[src/hw/clkdiv_consts.svh]
// Purpose: shared constants of the clock divider and fanout block
// Assumes: included by bare name, definitions only
// Notes:   counts are in reference clock falling edges unless stated
`ifndef CLKDIV_CONSTS_SVH
`define CLKDIV_CONSTS_SVH

// divider counter width, enough for the largest ratio of 16
`define CDF_CNT_W        4
// reset value of the divider counter
`define CDF_CNT_RST      4'h0
// flip-flops in each pin synchroniser
`define CDF_SYNC_STAGES  2
// select field positions within the packed select bus
`define CDF_SEL_LO0      0
`define CDF_SEL_LO1      1
`define CDF_SEL_MSB      2
`define CDF_SEL_W        3
// counter bit that carries each divided clock
`define CDF_BIT_DIV2     0
`define CDF_BIT_DIV4     1
`define CDF_BIT_DIV8     2
`define CDF_BIT_DIV16    3
// reset values of the output legs and of the enable
`define CDF_TRUE_RST     1'b0
`define CDF_COMP_RST     1'b1
`define CDF_EN_RST       1'b0
// low select bits for each ratio
`define CDF_LO_DIV2      2'h0
`define CDF_LO_DIV4      2'h1
`define CDF_LO_DIV8      2'h2
`define CDF_LO_DIV16     2'h3

`endif

[src/hw/clkdiv_pkg.sv]
// Purpose: types of the clock divider and fanout block
// Assumes: constants live in clkdiv_consts.svh
// Notes:   ratio modes are one-hot so a status port can show them directly
package clkdiv_pkg;

	// selected output ratio
	typedef enum logic [4:0] {
		MODE_PASS  = 5'b00001,
		MODE_DIV2  = 5'b00010,
		MODE_DIV4  = 5'b00100,
		MODE_DIV8  = 5'b01000,
		MODE_DIV16 = 5'b10000
	} ratio_mode_e;

endpackage

[src/hw/pin_sync.sv]
// Purpose: multi-flop synchroniser for a group of pin inputs
// Assumes: inputs are asynchronous to clock
// Notes:   only the last stage is visible; the first stage feeds nothing but the next
`timescale 1ns/1ps

module pin_sync #(
	parameter int WIDTH  = 1,
	parameter int STAGES = 2,
	parameter logic [WIDTH-1:0] RST_VAL = '0
) (
	// clock and reset
	input  wire logic             clock,
	input  wire logic             srst,
	// raw pins and their synchronised copy
	input  wire logic [WIDTH-1:0] pin_in,
	output logic      [WIDTH-1:0] sync_out
);

	logic [WIDTH-1:0] stage_r [STAGES];

	// refuse chains too short to settle metastability
	if (STAGES < 2) begin : g_bad_stages
		$error("pin_sync needs at least two stages");
	end

	// shift chain; reset loads the idle level of the pins
	always_ff @(posedge clock) begin
		if (srst) begin
			for (int i = 0; i < STAGES; i++) stage_r[i] <= RST_VAL;
		end else begin
			stage_r[0] <= pin_in;
			for (int i = 1; i < STAGES; i++) stage_r[i] <= stage_r[i-1];
		end
	end

	assign sync_out = stage_r[STAGES-1];

endmodule // pin_sync

[src/hw/clock_divider_fanout.sv]
// Purpose: programmable divider of a differential reference clock with a 1:2 differential fanout
// Assumes: the reference clock is well below half of the 200 MHz system clock, so it is
//          oversampled as a plain pin; select and clear pins are static or slow
// Notes:   the reference is sampled, so output edges carry up to one system clock of jitter
//
// Operation
// - the output clock is the reference divided by 2, 4, 8 or 16, or the reference passed through.
// - two differential pairs, each true and complement, carry the same output clock.
// - a low clear zeroes the divider counter at once, without waiting for a reference edge.
// - in pass-through the clear only enables or disables the outputs at the next reference falling edge.
// - select pins idle high, so with nothing driving them the block divides by 16.
// - with select msb 0 the reference passes through; with msb 1 the low bits 00..11 pick 2, 4, 8, 16.
// - while clear is low every true leg is low and every complement leg is high, except in pass-through up to the next reference falling edge.
// - the disable action takes effect on the next high-to-low reference transition; the counter clear does not wait for it.
`timescale 1ns/1ps
`include "clkdiv_consts.svh"

module clock_divider_fanout #(
	parameter int CNT_W       = `CDF_CNT_W,
	parameter int SYNC_STAGES = `CDF_SYNC_STAGES
) (
	// system clock and reset
	input  wire logic               clock,
	input  wire logic               srst,
	// differential reference clock pins
	input  wire logic               ref_in_p,
	input  wire logic               ref_in_n,
	// ratio select pins, pulled high outside
	input  wire logic               ratio_sel_bit0,
	input  wire logic               ratio_sel_bit1,
	input  wire logic               ratio_sel_bit2,
	// active-low clear and output disable pin
	input  wire logic               clear_n,
	// first output pair
	output logic                    out_a_p,
	output logic                    out_a_n,
	// second output pair
	output logic                    out_b_p,
	output logic                    out_b_n,
	// status
	output clkdiv_pkg::ratio_mode_e ratio_mode,
	output logic                    outputs_enabled
);

	// the largest ratio needs bit 3 of the counter
	if (CNT_W < `CDF_BIT_DIV16 + 1) begin : g_bad_cnt
		$error("counter too narrow for divide by 16");
	end

	// the synchronisers refuse short chains too; checking here names this block in the failure
	if (SYNC_STAGES < 2) begin : g_bad_sync
		$error("pin synchronisers need at least two stages");
	end

	// synchronised pin levels
	logic [1:0]             ref_sync;
	logic [`CDF_SEL_W-1:0]  sel_sync;
	logic                   clear_n_sync;

	// held state
	logic                   ref_level_r;
	logic                   ref_level_nxt;
	logic [CNT_W-1:0]       count_r;
	logic [CNT_W-1:0]       count_nxt;
	logic                   enable_r;
	logic                   enable_nxt;
	clkdiv_pkg::ratio_mode_e mode_r;
	clkdiv_pkg::ratio_mode_e mode_nxt;
	logic                   out_a_p_r;
	logic                   out_a_n_r;
	logic                   out_b_p_r;
	logic                   out_b_n_r;
	logic                   true_nxt;

	// decode wires
	logic                   ref_differs;
	logic                   ref_fall;
	logic                   sel_msb;
	logic [1:0]             sel_lo;
	logic                   clk_selected;

	// both reference legs idle at their resting levels: true low, complement high
	pin_sync #(
		.WIDTH   (2),
		.STAGES  (SYNC_STAGES),
		.RST_VAL (2'h2)
	) u_ref_sync (
		.clock    (clock),
		.srst     (srst),
		.pin_in   ({ref_in_n, ref_in_p}),
		.sync_out (ref_sync)
	);

	// select pins rest high, as their pull-ups would leave them
	pin_sync #(
		.WIDTH   (`CDF_SEL_W),
		.STAGES  (SYNC_STAGES),
		.RST_VAL (3'h7)
	) u_sel_sync (
		.clock    (clock),
		.srst     (srst),
		.pin_in   ({ratio_sel_bit2, ratio_sel_bit1, ratio_sel_bit0}),
		.sync_out (sel_sync)
	);

	// clear rests released
	pin_sync #(
		.WIDTH   (1),
		.STAGES  (SYNC_STAGES),
		.RST_VAL (1'h1)
	) u_clear_sync (
		.clock    (clock),
		.srst     (srst),
		.pin_in   (clear_n),
		.sync_out (clear_n_sync)
	);

	// differential receive: the level only moves when the legs disagree, which rides
	// out the short window where both synchronised legs read equal during a crossing
	assign ref_differs   = ref_sync[0] ^ ref_sync[1];
	assign ref_level_nxt = ref_differs ? ref_sync[0] : ref_level_r;
	assign ref_fall      = ref_level_r & ~ref_level_nxt;

	// ratio decode from the select field
	assign sel_msb = sel_sync[`CDF_SEL_MSB];
	assign sel_lo  = {sel_sync[`CDF_SEL_LO1], sel_sync[`CDF_SEL_LO0]};

	// msb low forces pass-through whatever the low bits say; all ones gives divide by 16
	always_comb begin
		mode_nxt = clkdiv_pkg::MODE_DIV16;
		if (!sel_msb) begin
			mode_nxt = clkdiv_pkg::MODE_PASS;
		end else begin
			case (sel_lo)
				`CDF_LO_DIV2:  mode_nxt = clkdiv_pkg::MODE_DIV2;
				`CDF_LO_DIV4:  mode_nxt = clkdiv_pkg::MODE_DIV4;
				`CDF_LO_DIV8:  mode_nxt = clkdiv_pkg::MODE_DIV8;
				`CDF_LO_DIV16: mode_nxt = clkdiv_pkg::MODE_DIV16;
				default:       mode_nxt = clkdiv_pkg::MODE_DIV16;
			endcase
		end
	end

	// enable follows the clear pin only on a reference falling edge, in every mode
	assign enable_nxt = ref_fall ? clear_n_sync : enable_r;

	// counter: zeroed while clear is low with no reference edge needed; it counts falling
	// edges only once enabled, so the enabling edge itself leaves it at zero
	// a live select change leaves the count running, so one output period may come out short;
	// that is the price of never restarting the divider behind the user's back
	always_comb begin
		count_nxt = count_r;
		if (!clear_n_sync) begin
			count_nxt = CNT_W'(`CDF_CNT_RST);
		end else if (!enable_r) begin
			count_nxt = CNT_W'(`CDF_CNT_RST);
		end else if (ref_fall) begin
			count_nxt = count_r + CNT_W'(1);
		end
	end

	// pick the clock for the active mode; each counter bit halves the one below
	always_comb begin
		case (mode_r)
			clkdiv_pkg::MODE_PASS:  clk_selected = ref_level_r;
			clkdiv_pkg::MODE_DIV2:  clk_selected = count_r[`CDF_BIT_DIV2];
			clkdiv_pkg::MODE_DIV4:  clk_selected = count_r[`CDF_BIT_DIV4];
			clkdiv_pkg::MODE_DIV8:  clk_selected = count_r[`CDF_BIT_DIV8];
			clkdiv_pkg::MODE_DIV16: clk_selected = count_r[`CDF_BIT_DIV16];
			default:                clk_selected = `CDF_TRUE_RST;
		endcase
	end

	// disabled outputs park true low and complement high; the low start after release
	// comes from the zeroed counter in divide modes and from the just-fallen reference in pass-through
	assign true_nxt = enable_r & clk_selected;

	// input state
	always_ff @(posedge clock) begin
		if (srst) begin
			ref_level_r <= `CDF_TRUE_RST;
			mode_r      <= clkdiv_pkg::MODE_DIV16;
		end else begin
			ref_level_r <= ref_level_nxt;
			mode_r      <= mode_nxt;
		end
	end

	// divider state
	always_ff @(posedge clock) begin
		if (srst) begin
			count_r  <= CNT_W'(`CDF_CNT_RST);
			enable_r <= `CDF_EN_RST;
		end else begin
			count_r  <= count_nxt;
			enable_r <= enable_nxt;
		end
	end

	// both pairs register the same value so they leave with no skew between them
	always_ff @(posedge clock) begin
		if (srst) begin
			out_a_p_r <= `CDF_TRUE_RST;
			out_a_n_r <= `CDF_COMP_RST;
			out_b_p_r <= `CDF_TRUE_RST;
			out_b_n_r <= `CDF_COMP_RST;
		end else begin
			out_a_p_r <= true_nxt;
			out_a_n_r <= ~true_nxt;
			out_b_p_r <= true_nxt;
			out_b_n_r <= ~true_nxt;
		end
	end

	// outputs straight from flip-flops
	assign out_a_p         = out_a_p_r;
	assign out_a_n         = out_a_n_r;
	assign out_b_p         = out_b_p_r;
	assign out_b_n         = out_b_n_r;
	assign ratio_mode      = mode_r;
	assign outputs_enabled = enable_r;

endmodule // clock_divider_fanout

[config.mk]
export PLATFORM = sky130hd
export DESIGN_NAME = clock_divider_fanout
export DESIGN_NICKNAME = d
export VERILOG_FILES = /design/src/hw/clkdiv_pkg.sv /design/src/hw/pin_sync.sv /design/src/hw/clock_divider_fanout.sv
export VERILOG_INCLUDE_DIRS = /design/src /design/src/hw
export SDC_FILE = /design/constraint.sdc
export NUM_CORES = 1
export LEC_CHECK = 0
export BUFFER_PORTS_ARGS = -buffer_cell sky130_fd_sc_hd__buf_4
export CORE_ASPECT_RATIO = 0.9
export CORE_MARGIN = 2
export CORE_UTILIZATION = 35
export DETAILED_ROUTE_END_ITERATION = 10
export HOLD_SLACK_MARGIN = 0.05
export SYNTH_ARGS = -nofsm -noshare
export SYNTH_HDL_FRONTEND = slang
export SYNTH_SLANG_ARGS = --single-unit
[constraint.sdc]
create_clock -name clock -period 1.37 [get_ports clock]
set_input_delay 0.0685 -clock clock [delete_from_list [all_inputs] [get_ports clock]]
set_output_delay 0.0685 -clock clock [all_outputs]
set_load 0.005 [all_outputs]
---- Word level (Yosys, flattened, before mapping) ----
Memories as Yosys holds them, arrays and structs flattened.
Cells that the tools add are included.
storage, ports and cells
  register bits after elaboration ......... 13
  memory bits (writable) .................. 12
  input port bits ......................... 8
  output and inout port bits .............. 10
  word-level logic and storage cells ...... 49
  memories kept ........................... 3
memories
  name                  words  bits a word  rd ports  clocked after Yosys merged registers in  wr ports  line            source
  u_sel_sync.stage_r    2      3            2         0                                        2         pin_sync.sv:19  logic [WIDTH-1:0] stage_r [STAGES];
  u_ref_sync.stage_r    2      2            2         0                                        2         pin_sync.sv:19
  u_clear_sync.stage_r  2      1            2         0                                        2         pin_sync.sv:19
operators by class
  $add $sub $neg .......................... 1
  eq/ne operators ......................... 8
  multiplexer cells ....................... 13
  bitwise gates (word level) .............. 14
  reduce and logical (&&, ||, !) cells .... 3
operator list
  operator                                                               number
  5-bit case mux with 4 select lines                                     1
  1-bit 2-to-1 mux                                                       6
  3-bit 2-to-1 mux                                                       2
  1-bit bitwise OR                                                       6
  5-bit by 1-bit equality test with 1-bit output, second input constant  1
  5-bit by 2-bit equality test with 1-bit output, second input constant  1
  5-bit by 3-bit equality test with 1-bit output, second input constant  1
  5-bit by 4-bit equality test with 1-bit output, second input constant  1
  5-bit equality test, second input constant                             1
  5-bit 2-to-1 mux                                                       1
  1-bit inverter                                                         5
  1-bit case mux with 5 select lines                                     1
  4-bit by 1-bit adder with 4-bit output, second input constant          1
  2-bit equality test, second input constant                             2
  2-bit 2-to-1 mux                                                       2
  3-bit OR reduction                                                     1
  1-bit AND                                                              2
  2-bit by 1-bit equality test with 1-bit output, second input constant  1
  2-bit zero test                                                        1
  2-bit OR reduction                                                     1
  1-bit bitwise XOR                                                      1

---- Logic depth before layout (Yosys ltp) ----
Gate-level depths: netlist of run 1.
  word-level depth ........................ 4
  depth in mapped cells ................... 4
  depth with buffers taken out ............ 4

---- By module ----
A second synthesis of run 1 with hierarchy kept.
unflattened totals
  cell total of the unflattened synthesis .. 82
  area, all modules ....................... 894.6 µm²
by module, submodules not included
  module                   times used  cells an instance  area an instance (µm²)  seq. area each (µm²)
  clock_divider_fanout     1           53                 541.8                   260.2
  pin_sync (u_sel_sync)    1           15                 180.2                   120.1
  pin_sync (u_ref_sync)    1           10                 120.1                   80.1
  pin_sync (u_clear_sync)  1           4                  52.6                    40.0

---- Worst setup path before layout of run 1 ----
Ideal clock, no wire load.
  path type ............................... register to register
  start point ............................. register mode_r[4], in the netlist ratio_mode[4]
  end point ............................... register out_b_p_r, in the netlist out_b_p
  data arrival time ....................... 1.020 ns
  slack ................................... 0.289 ns
  stages on the path, launching flop included .. 4
  clock period less this slack ............ 1.081 ns
  cells stage by stage .................... dfxtp_1 > nor4_2 > mux2i_1 > and4b_1
on the way
  longest elaborated chain between the ends .. 3
  elaborated cells on any way between the ends .. 7
  classes of those cells .................. eq/ne: 5; mux: 1; bitwise: 1
ends and longest elaborated chain
  item                                               line                         source
  start: declaration                                 clock_divider_fanout.sv:67   clkdiv_pkg::ratio_mode_e mode_r;
  start signal: assignment                           clock_divider_fanout.sv:182  mode_r <= clkdiv_pkg::MODE_DIV16;
  start signal: assignment                           clock_divider_fanout.sv:185  mode_r <= mode_nxt;
  5-bit equality test, or another cell as far along  clock_divider_fanout.sv:164  case (mode_r)
  1-bit case mux with 5 select lines *               clock_divider_fanout.sv:164
  1-bit AND *                                        clock_divider_fanout.sv:176  assign true_nxt = enable_r & clk_selected;
  end signal: assignment                             clock_divider_fanout.sv:205  out_b_p_r <= `CDF_TRUE_RST;
  end signal: assignment                             clock_divider_fanout.sv:210  out_b_p_r <= true_nxt;
  end: declaration                                   clock_divider_fanout.sv:71   logic out_b_p_r;
Mark *: on every way between the ends. The rest lies on a longest branch, timed or not.
A chain may end at the register's enable or synchronous reset.

==> out/results.tsv, run 1 <==
metric	value	unit
status	complete, no violations	
cp_data_arrival_time	1.47	ns
cp_data_required_time	1.64	ns
final_area	0.00112	mm2
worstSetupStartpointType	input pin	
finalWorstSetupSlack	0.170	ns
met2WireLength	652	um
crit_path_end_kind	flip-flop	
drc_errors	0	
grt_pass1_wl	2480	um
report.final.slew_viol_count	0	
layout_min_cycle_time	1.20	ns
wl_per_cell	9.98	um
worstPathCellList	dlygate4sd3_1 -> buf_4 -> nor2b_1 -> dlygate4sd3_1	
drive_above_1_share	32.7	%
clock-root-buffer	clkbuf_4	
async_flop_share	0	%
synth-edff-count	0	
wl_met1	582	um
drt_iter0_drc	5	
pin_count	18	
grt_pass1_vias	607	
rsz0062_at_grt	no	
rrSetupSlack	0.20	ns
gp_congestion	0.644	
wl_met3	84	um
ir_worst_vdd	0.715	mV
initial_core_util	36.3	%
area_growth	28.5	%
coreArea	0.00240	mm2
post_dp_cell_area	0.00101	mm2
path_common_cell	dlygate4sd3_1	
portBuffers	17	
via_per_inst	4.62	
synth_ff_type	dfxtp_1	
n_fill_cell	238	
tightestPinTransition	0.280	ns
cts_made_buffers	3	
whs	0.425	ns
finClkSkew	0.00645	ns
yosys.area.top_type	dfxtp_1	
wl	1320	um
path_clk_slew	0.13	ns
setup_viol	0	
num_rows	17	
synth_area	873	um2
cts_buffer_depth	2	
syn_inst	79	
final_net_count	114	
hpwl	938	um
dieArea	0.00291	mm2
power_density	1030	mW/mm2
ctsHtreeMaxLevel	1	
max_slew_margin	81.2	%
netlist.area_leader.share	57.3	%
critPathKind	input pin to flip-flop	
die_w	56.7	um
ys_types	27	
cpLargestDelayFamily	buffers and inverters	
top_layer_used	met3	
grt_usage	10.9	%
cap_violations	0	
power	1.16	mW
antenna_found_initial	0	
clock_latency	0.31	ns
synth_warnings	0	
post-route-period-util	87.6	%
fin_tns_setup	0	ns
grt_overflow	0	
num_vias	610	
synth.most_common_cell	dfxtp_1	
cts_sinks	25	
yosysSeqAreaShare	57.3	%
fp.dieH	51.4	um
avgSynthCellArea	11.1	um2
firstDrtPassIters	2	
diodes	0	
worstPathMaxFanout	20	
synth_commonest_cells	dfxtp_1 (25), or2_2 (10), nor2_1 (6)	
hold_viol_final	0	
critPathMaxStageDelay	0.54	ns
fmax	833	MHz
grt_max_degree	21	
cts_tree	done	
p_leak	0.461	nW
cp.buffers_inverters	3	
critical-path-slowest-cell	dlygate4sd3_1	
synth_area_leaders	dfxtp_1 (57%), or2_2 (7.2%), mux2i_1 (3.4%), nor2b_1 (2.9%), nor2_1 (2.6%)	
ctsResizeCount	0	
ys_seq_elements	25	
ant_nets	0	
syn-num-nets	88	
dp_slack	0.230	ns
hold_path_class	flip-flop to flip-flop	
what timing repair did:
item	CTS	global route
buffers inserted	0	0
hold buffers	8	0
hold endpoints to repair	12	0
area by class of cell:
cell class	instances	area (um2)	share of cell area [%]
Clock buffer	3	22.5	2.01
Multi-Input combinational cell	46	334	29.8
Tap cell	28	35.0	3.12
Clock inverter	1	7.51	0.669
Sequential cell	25	500	44.6
Inverter	4	15.0	1.34
Timing Repair Buffer	25	208	18.5
report_power, final:
part / internal [mW] / switching [mW] / total (mW) / leakage, nW
registers: 0.748 / 0.0123 / 0.760 / 0.205
logic: 0.0528 / 0.0219 / 0.0747 / 0.242
clock network: 0.111 / 0.211 / 0.323 / 0.0139
total: 0.912 / 0.245 / 1.16 / 0.461
worst register-to-register path, stage by stage (launching register included):
cell	delay (ns)
dfxtp_1	0.37
nor4_2	0.30
mux2i_1	0.25
and4b_1	0.20
per-stage QoR:
step | instances | util (%)
2_1_floorplan | 79 | -
3_3_place_gp | 120 | 42.1
3_5_place_dp | 120 | 42.1
4_1_cts | 132 | 46.7
5_1_grt | 132 | 46.7
6_report | 132 | 46.7
routing by layer:
| layer | up-vias | global-route usage (%) |
|---|---|---|
| met5 | - | 0 |
| li1 | 314 | - |
| met1 | 280 | 11.8 |
| met3 | 0 | 4.81 |
| met2 | 16 | 19.8 |
| met4 | 0 | 2.38 |
placed cells by master, fill, tap and decap left out:
cell and count:
inv_1 4, xor2_1 1, a31o_2 1, and4b_1 1
dfxtp_1 25, a21oi_1 1, nand3b_4 1, nor2b_1 4
or2_2 10, nor4_2 1, ha_1 1, or3_1 1
nor4bb_1 2, clkinvlp_4 1, o21ai_0 2, nor4b_1 2
nand2_1 2, o22ai_1 1, mux2i_1 3, buf_4 17
xnor2_1 1, maj3_1 1, clkbuf_4 3, nand4b_1 2
o31ai_1 1, nand3_1 1, nor2_1 6, dlygate4sd3_1 8
registers in the layout (all words and copies together), names as in the netlist:
signal / flops
ref_level_r: 1
u_ref_sync.stage_r: 4
out_b_n: 1
ratio_mode: 5
u_sel_sync.stage_r: 6
outputs_enabled: 1
u_clear_sync.stage_r: 2
out_b_p: 1
count_r: 4
path summary, 6_finish.rpt:
path,from,endpoint,depth (start not counted)
worst min register to register,u_clear_sync.stage_r[0][0]$_SDFF_PP1_,u_clear_sync.stage_r[0][1]$_SDFF_PP1_,1
worst max-delay path,srst,u_ref_sync.stage_r[0][0]$_SDFF_PP0_,4
worst max register to register,ratio_mode[0]$_SDFF_PP0_,out_b_p$_SDFF_PP0_,3
worst min-delay path,u_clear_sync.stage_r[0][0]$_SDFF_PP1_,u_clear_sync.stage_r[0][1]$_SDFF_PP1_,1
kinds of logic after synthesis:
group                      after synthesis  share of synthesized area, %
xor gates and xnor gates                 2                          2.01
AOI/OAI and AO/OA                        6                          4.30
DFF                                     25                          57.3
adders and majority gates                2                          2.58
muxes                                    3                          3.44
and+or+nand+nor                         33                          25.9
buffers and inverters                    8                          4.44
(Power assumes the default switching activity.)
==> run 2: changes to the inputs <==
--- a/config.mk
+++ b/config.mk
@@ -10,6 +10,7 @@
 export CORE_ASPECT_RATIO = 0.9
 export CORE_MARGIN = 2
 export CORE_UTILIZATION = 35
+export CTS_BUF_LIST = sky130_fd_sc_hd__clkbuf_16
 export DETAILED_ROUTE_END_ITERATION = 10
 export HOLD_SLACK_MARGIN = 0.05
 export SYNTH_ARGS = -nofsm -noshare
==> out/results.tsv, run 2 (synthesis gave the netlist of run 1 again) <==
metric	value	unit
status	complete, no violations	
layout_common_cells	dfxtp_1 (25), buf_4 (17), or2_2 (10), nor2_1 (6), dlygate4sd3_1 (6)	
cp.depth	3	
grt_max_degree	21	
wl	1340	um
ir_worst_vdd	1.15	mV
portBuffers	17	
finalWorstSetupSlack	0.216	ns
fmax	866	MHz
post-route-period-util	84.3	%
die_w	56.7	um
regMostFlops	u_sel_sync.stage_r	
critical-path-slowest-cell	dfxtp_1	
initial_core_util	36.3	%
cts_buffer_depth	2	
drc_errors	0	
diodes	0	
num_vias	607	
top_layer_used	met4	
final_area	0.00115	mm2
critPathKind	flip-flop to flip-flop	
path_clk_slew	0.06	ns
num_rows	17	
hpwl	938	um
worstPathCellList	nor4_2 -> mux2i_1 -> and4b_1	
coreArea	0.00240	mm2
antenna_found_initial	0	
clock_latency	0.26	ns
power_density	1280	mW/mm2
drt_iter0_drc	3	
fin_tns_setup	0	ns
wl_met1	589	um
grt_usage	11.2	%
grt_overflow	0	
cts_tree	done	
ctsHtreeMaxLevel	1	
clock-root-buffer	clkbuf_16	
worstSetupStartpointType	flip-flop	
ctsResizeCount	0	
p_leak	0.474	nW
setup_viol	0	
via_per_inst	4.67	
ant_nets	0	
met2WireLength	629	um
crit_path_end_kind	flip-flop	
worstPathMaxFanout	4	
dieArea	0.00291	mm2
layout_commonest_cell	dfxtp_1	
report.final.slew_viol_count	0	
finClkSkew	0.00306	ns
whs	0.106	ns
area_growth	32.2	%
gp_congestion	0.644	
cap_violations	0	
firstDrtPassIters	2	
hold_depth	2	
cpLargestDelayFamily	simple AND/OR/NAND/NOR gates	
pin_count	18	
worst-r2r-cell-count	3	
cp_data_required_time	1.58	ns
cp.buffers_inverters	0	
dp_slack	0.230	ns
layout_min_cycle_time	1.15	ns
drive_above_1_share	33.3	%
cts_made_buffers	3	
post_dp_cell_area	0.00101	mm2
wl_met3	102	um
cp_data_arrival_time	1.36	ns
tightestPinTransition	0.280	ns
max_slew_margin	81.2	%
grt_pass1_wl	2450	um
rsz0062_at_grt	no	
fp.dieH	51.4	um
wl_per_cell	10.3	um
critPathMaxStageDelay	0.34	ns
cts_sinks	25	
largest_register_ffs	6	
grt_pass1_vias	581	
hold_path_class	input pin to flip-flop	
hold_viol_final	0	
final_net_count	112	
[run 2: cell count changes in the layout (fill, tap and decap cells not counted), sizes merged]
cell	before	now
dlygate4sd3	8	6
[run 2: layer usage]
metal / vias up / GRT usage [%]
met1: 280 / 11.8
li1: 308 / -
met2: 17 / 19.0
met5: - / 0
met3: 2 / 6.33
met4: 0 / 3.57
[run 2: area by class of cell]
type                            count  area [um2]
Fill cell                         229        1250
Sequential cell                    25         500
Multi-Input combinational cell     46         334
Timing Repair Buffer               23         188
Clock buffer                        3        75.1
Tap cell                           28        35.0
Inverter                            4        15.0
Clock inverter                      1        7.51
[run 2: power by group]
| group | leakage [nW] | switching, mW | internal [mW] |
|---|---|---|---|
| Clock | 0.0371 | 0.255 | 0.396 |
| Sequential | 0.205 | 0.0121 | 0.748 |
| Combinational | 0.232 | 0.0212 | 0.0491 |
| Total | 0.474 | 0.289 | 1.19 |
[run 2: path summary, 6_finish.rpt]
check | from | to | slack (ns)
hold reg to reg | u_sel_sync.stage_r[0][1]$_SDFF_PP1_ | u_sel_sync.stage_r[0][4]$_SDFF_PP1_ | 0.41
setup / recovery | ratio_mode[0]$_SDFF_PP0_ | out_b_p$_SDFF_PP0_ | 0.22
hold / removal | srst | ref_level_r$_SDFF_PP0_ | 0.11
setup reg to reg | ratio_mode[0]$_SDFF_PP0_ | out_b_p$_SDFF_PP0_ | 0.22
[run 2: through the flow]
stage          std cells  util [%]  power [mW]
2_1_floorplan         79         -       0.808
3_3_place_gp         120      42.1       0.833
3_5_place_dp         120      42.1       0.834
4_1_cts              130      48.0        1.50
5_1_grt              130      48.0        1.55
6_report             130      48.0        1.48
[run 2: repair_timing]
action	CTS	global route
hold buffers	6	0
endpoints found under the hold margin	6	0
buffers inserted	0	0
==> run 3: changes to the inputs <==
==> constraint.sdc (replaced) <==
create_clock -name clock -period 1.05 [get_ports clock]
set_input_delay 0.0525 -clock clock [delete_from_list [all_inputs] [get_ports clock]]
set_output_delay 0.0525 -clock clock [all_outputs]
set_load 0.005 [all_outputs]
==> out/results.tsv, run 3 (synthesis gave the netlist of run 1 again) <==
metric	value	unit
status	finished, violations left	
violations	negative setup slack	
ant_nets	0	
worstPathCellList	nor4_4 -> mux2i_1 -> and4b_1	
cp.depth	3	
die_w	56.7	um
regMostFlops	u_sel_sync.stage_r	
hpwl	988	um
fp.dieH	51.4	um
hold_depth	2	
cts_tree	done	
fmax	887	MHz
critPathKind	flip-flop to flip-flop	
dieArea	0.00291	mm2
path_clk_slew	0.06	ns
clock-root-buffer	clkbuf_16	
pin_count	18	
hold_viol_final	0	
cts_made_buffers	3	
seqCellArea	517	um2
via_per_inst	4.56	
wl	1430	um
ctsHtreeMaxLevel	1	
num_rows	17	
firstDrtPassIters	4	
worstPathMaxFanout	2	
switching_share	18.8	%
whs	0.0834	ns
n_fill_cell	218	
max_slew_margin	82.2	%
final_core_util	51.5	%
p_seq_share	51.4	%
cap_violations	0	
critPathMaxStageDelay	0.35	ns
hold_path_class	input pin to flip-flop	
cts_buffer_depth	2	
grt_overflow	0	
wl_per_cell	10.6	um
grt_usage	11.1	%
cp_data_arrival_time	1.32	ns
multiInputGateArea	364	um2
drt_iter0_drc	3	
layout_commonest_cell	buf_4	
antenna_found_initial	0	
num_vias	616	
portBuffers	17	
clock_latency	0.25	ns
rsz0062_at_grt	yes	
cpLargestDelayFamily	simple AND/OR/NAND/NOR gates	
final_net_count	117	
grt_max_degree	21	
post-route-period-util	107	%
coreArea	0.00240	mm2
setup_viol	2	
finClkSkew	0.00158	ns
dp_slack	-0.0777	ns
p_leak	0.500	nW
largest_register_ffs	6	
gp_congestion	0.709	
initial_core_util	36.3	%
p_clk_share	43.2	%
p_comb_share	5.4	%
grt_pass1_vias	613	
worstSetupStartpointType	flip-flop	
cts_sinks	25	
report.final.slew_viol_count	0	
p_int	1.56	mW
finalWorstSetupSlack	-0.0768	ns
drc_errors	0	
cp_data_required_time	1.25	ns
p_sw	0.361	mW
power_density	1550	mW/mm2
dpl.cell_count	124	
cp.buffers_inverters	0	
ir_worst_vdd	1.42	mV
worst-r2r-cell-count	3	
drive_above_1_share	45.8	%
area_growth	41.8	%
grt_pass1_wl	2420	um
diodes	0	
tightestPinTransition	0.265	ns
layout_min_cycle_time	1.13	ns
final_cell_count_no_fill	135	
layout_common_cells	buf_4 (22), dfxtp_1 (18), or2_2 (10), nor2_1 (6), dlygate4sd3_1 (6)	
crit_path_end_kind	flip-flop	
critical-path-slowest-cell	dfxtp_4	
[run 3: changes by cell type in the layout (fill, tap and decap cells not counted), sizes merged]
| cell | before | now |
|---|---|---|
| buf | 17 | 22 |
[run 3: worst reg2reg max path: stages (launching register included)]
cell,delay [ns]
dfxtp_4,0.35
nor4_4,0.28
mux2i_1,0.24
and4b_1,0.20
[run 3: metal layers]
metal  part of all wire (%)  track usage, %
met1                     41            10.3
met2                     53            21.1
met5                      0               0
met4                      0            3.57
met3                    6.1            5.32
[run 3: cell type report]
class,count,area share (%)
inverters,4,1.21
flip-flops and latches,25,41.7
clock inverters,1,0.606
clock buffers,3,6.06
repair buffers,28,18.2
well taps,28,2.83
multi-input cells,46,29.4
[run 3: final timing paths]
check	from	endpoint	slack, ns
setup / recovery	ratio_mode[4]$_SDFF_PP1_	out_b_p$_SDFF_PP0_	-0.08
hold / removal	srst	ref_level_r$_SDFF_PP0_	0.08
setup reg to reg	ratio_mode[4]$_SDFF_PP1_	out_b_p$_SDFF_PP0_	-0.08
hold reg to reg	u_sel_sync.stage_r[0][2]$_SDFF_PP1_	u_sel_sync.stage_r[0][5]$_SDFF_PP1_	0.41
[run 3: what timing repair did]
item | 4_1_cts | 5_1_grt
endpoints found under the hold margin | 6 | 0
hold buffers | 6 | 0
buffers inserted | 0 | 1
gates resized for setup | 2 | 11
endpoints found under the setup margin | 3 | 4
pin swaps | 1 | 2
gates cloned | 0 | 0
[run 3: stage by stage]
step	area [um2]	total power, mW	setup TNS, ns
finish	1240	1.92	-0.141
global route	1240	2.02	-0.295
CTS	1200	1.95	-0.153
detailed placement	1050	1.09	-0.150
global placement	1050	1.09	-0.0659
floorplan	886	1.05	-0.0431
[run 3: power by group through the flow]
stage | logic [mW] | clock network [mW] | registers, mW
after global routing | 0.114 | 0.919 | 0.990
after global placement | 0.0780 | 0 | 1.01
after detailed placement | 0.0796 | 0 | 1.01
after floorplan | 0.0429 | 0 | 1.01
final | 0.103 | 0.830 | 0.988
after CTS | 0.0996 | 0.860 | 0.992
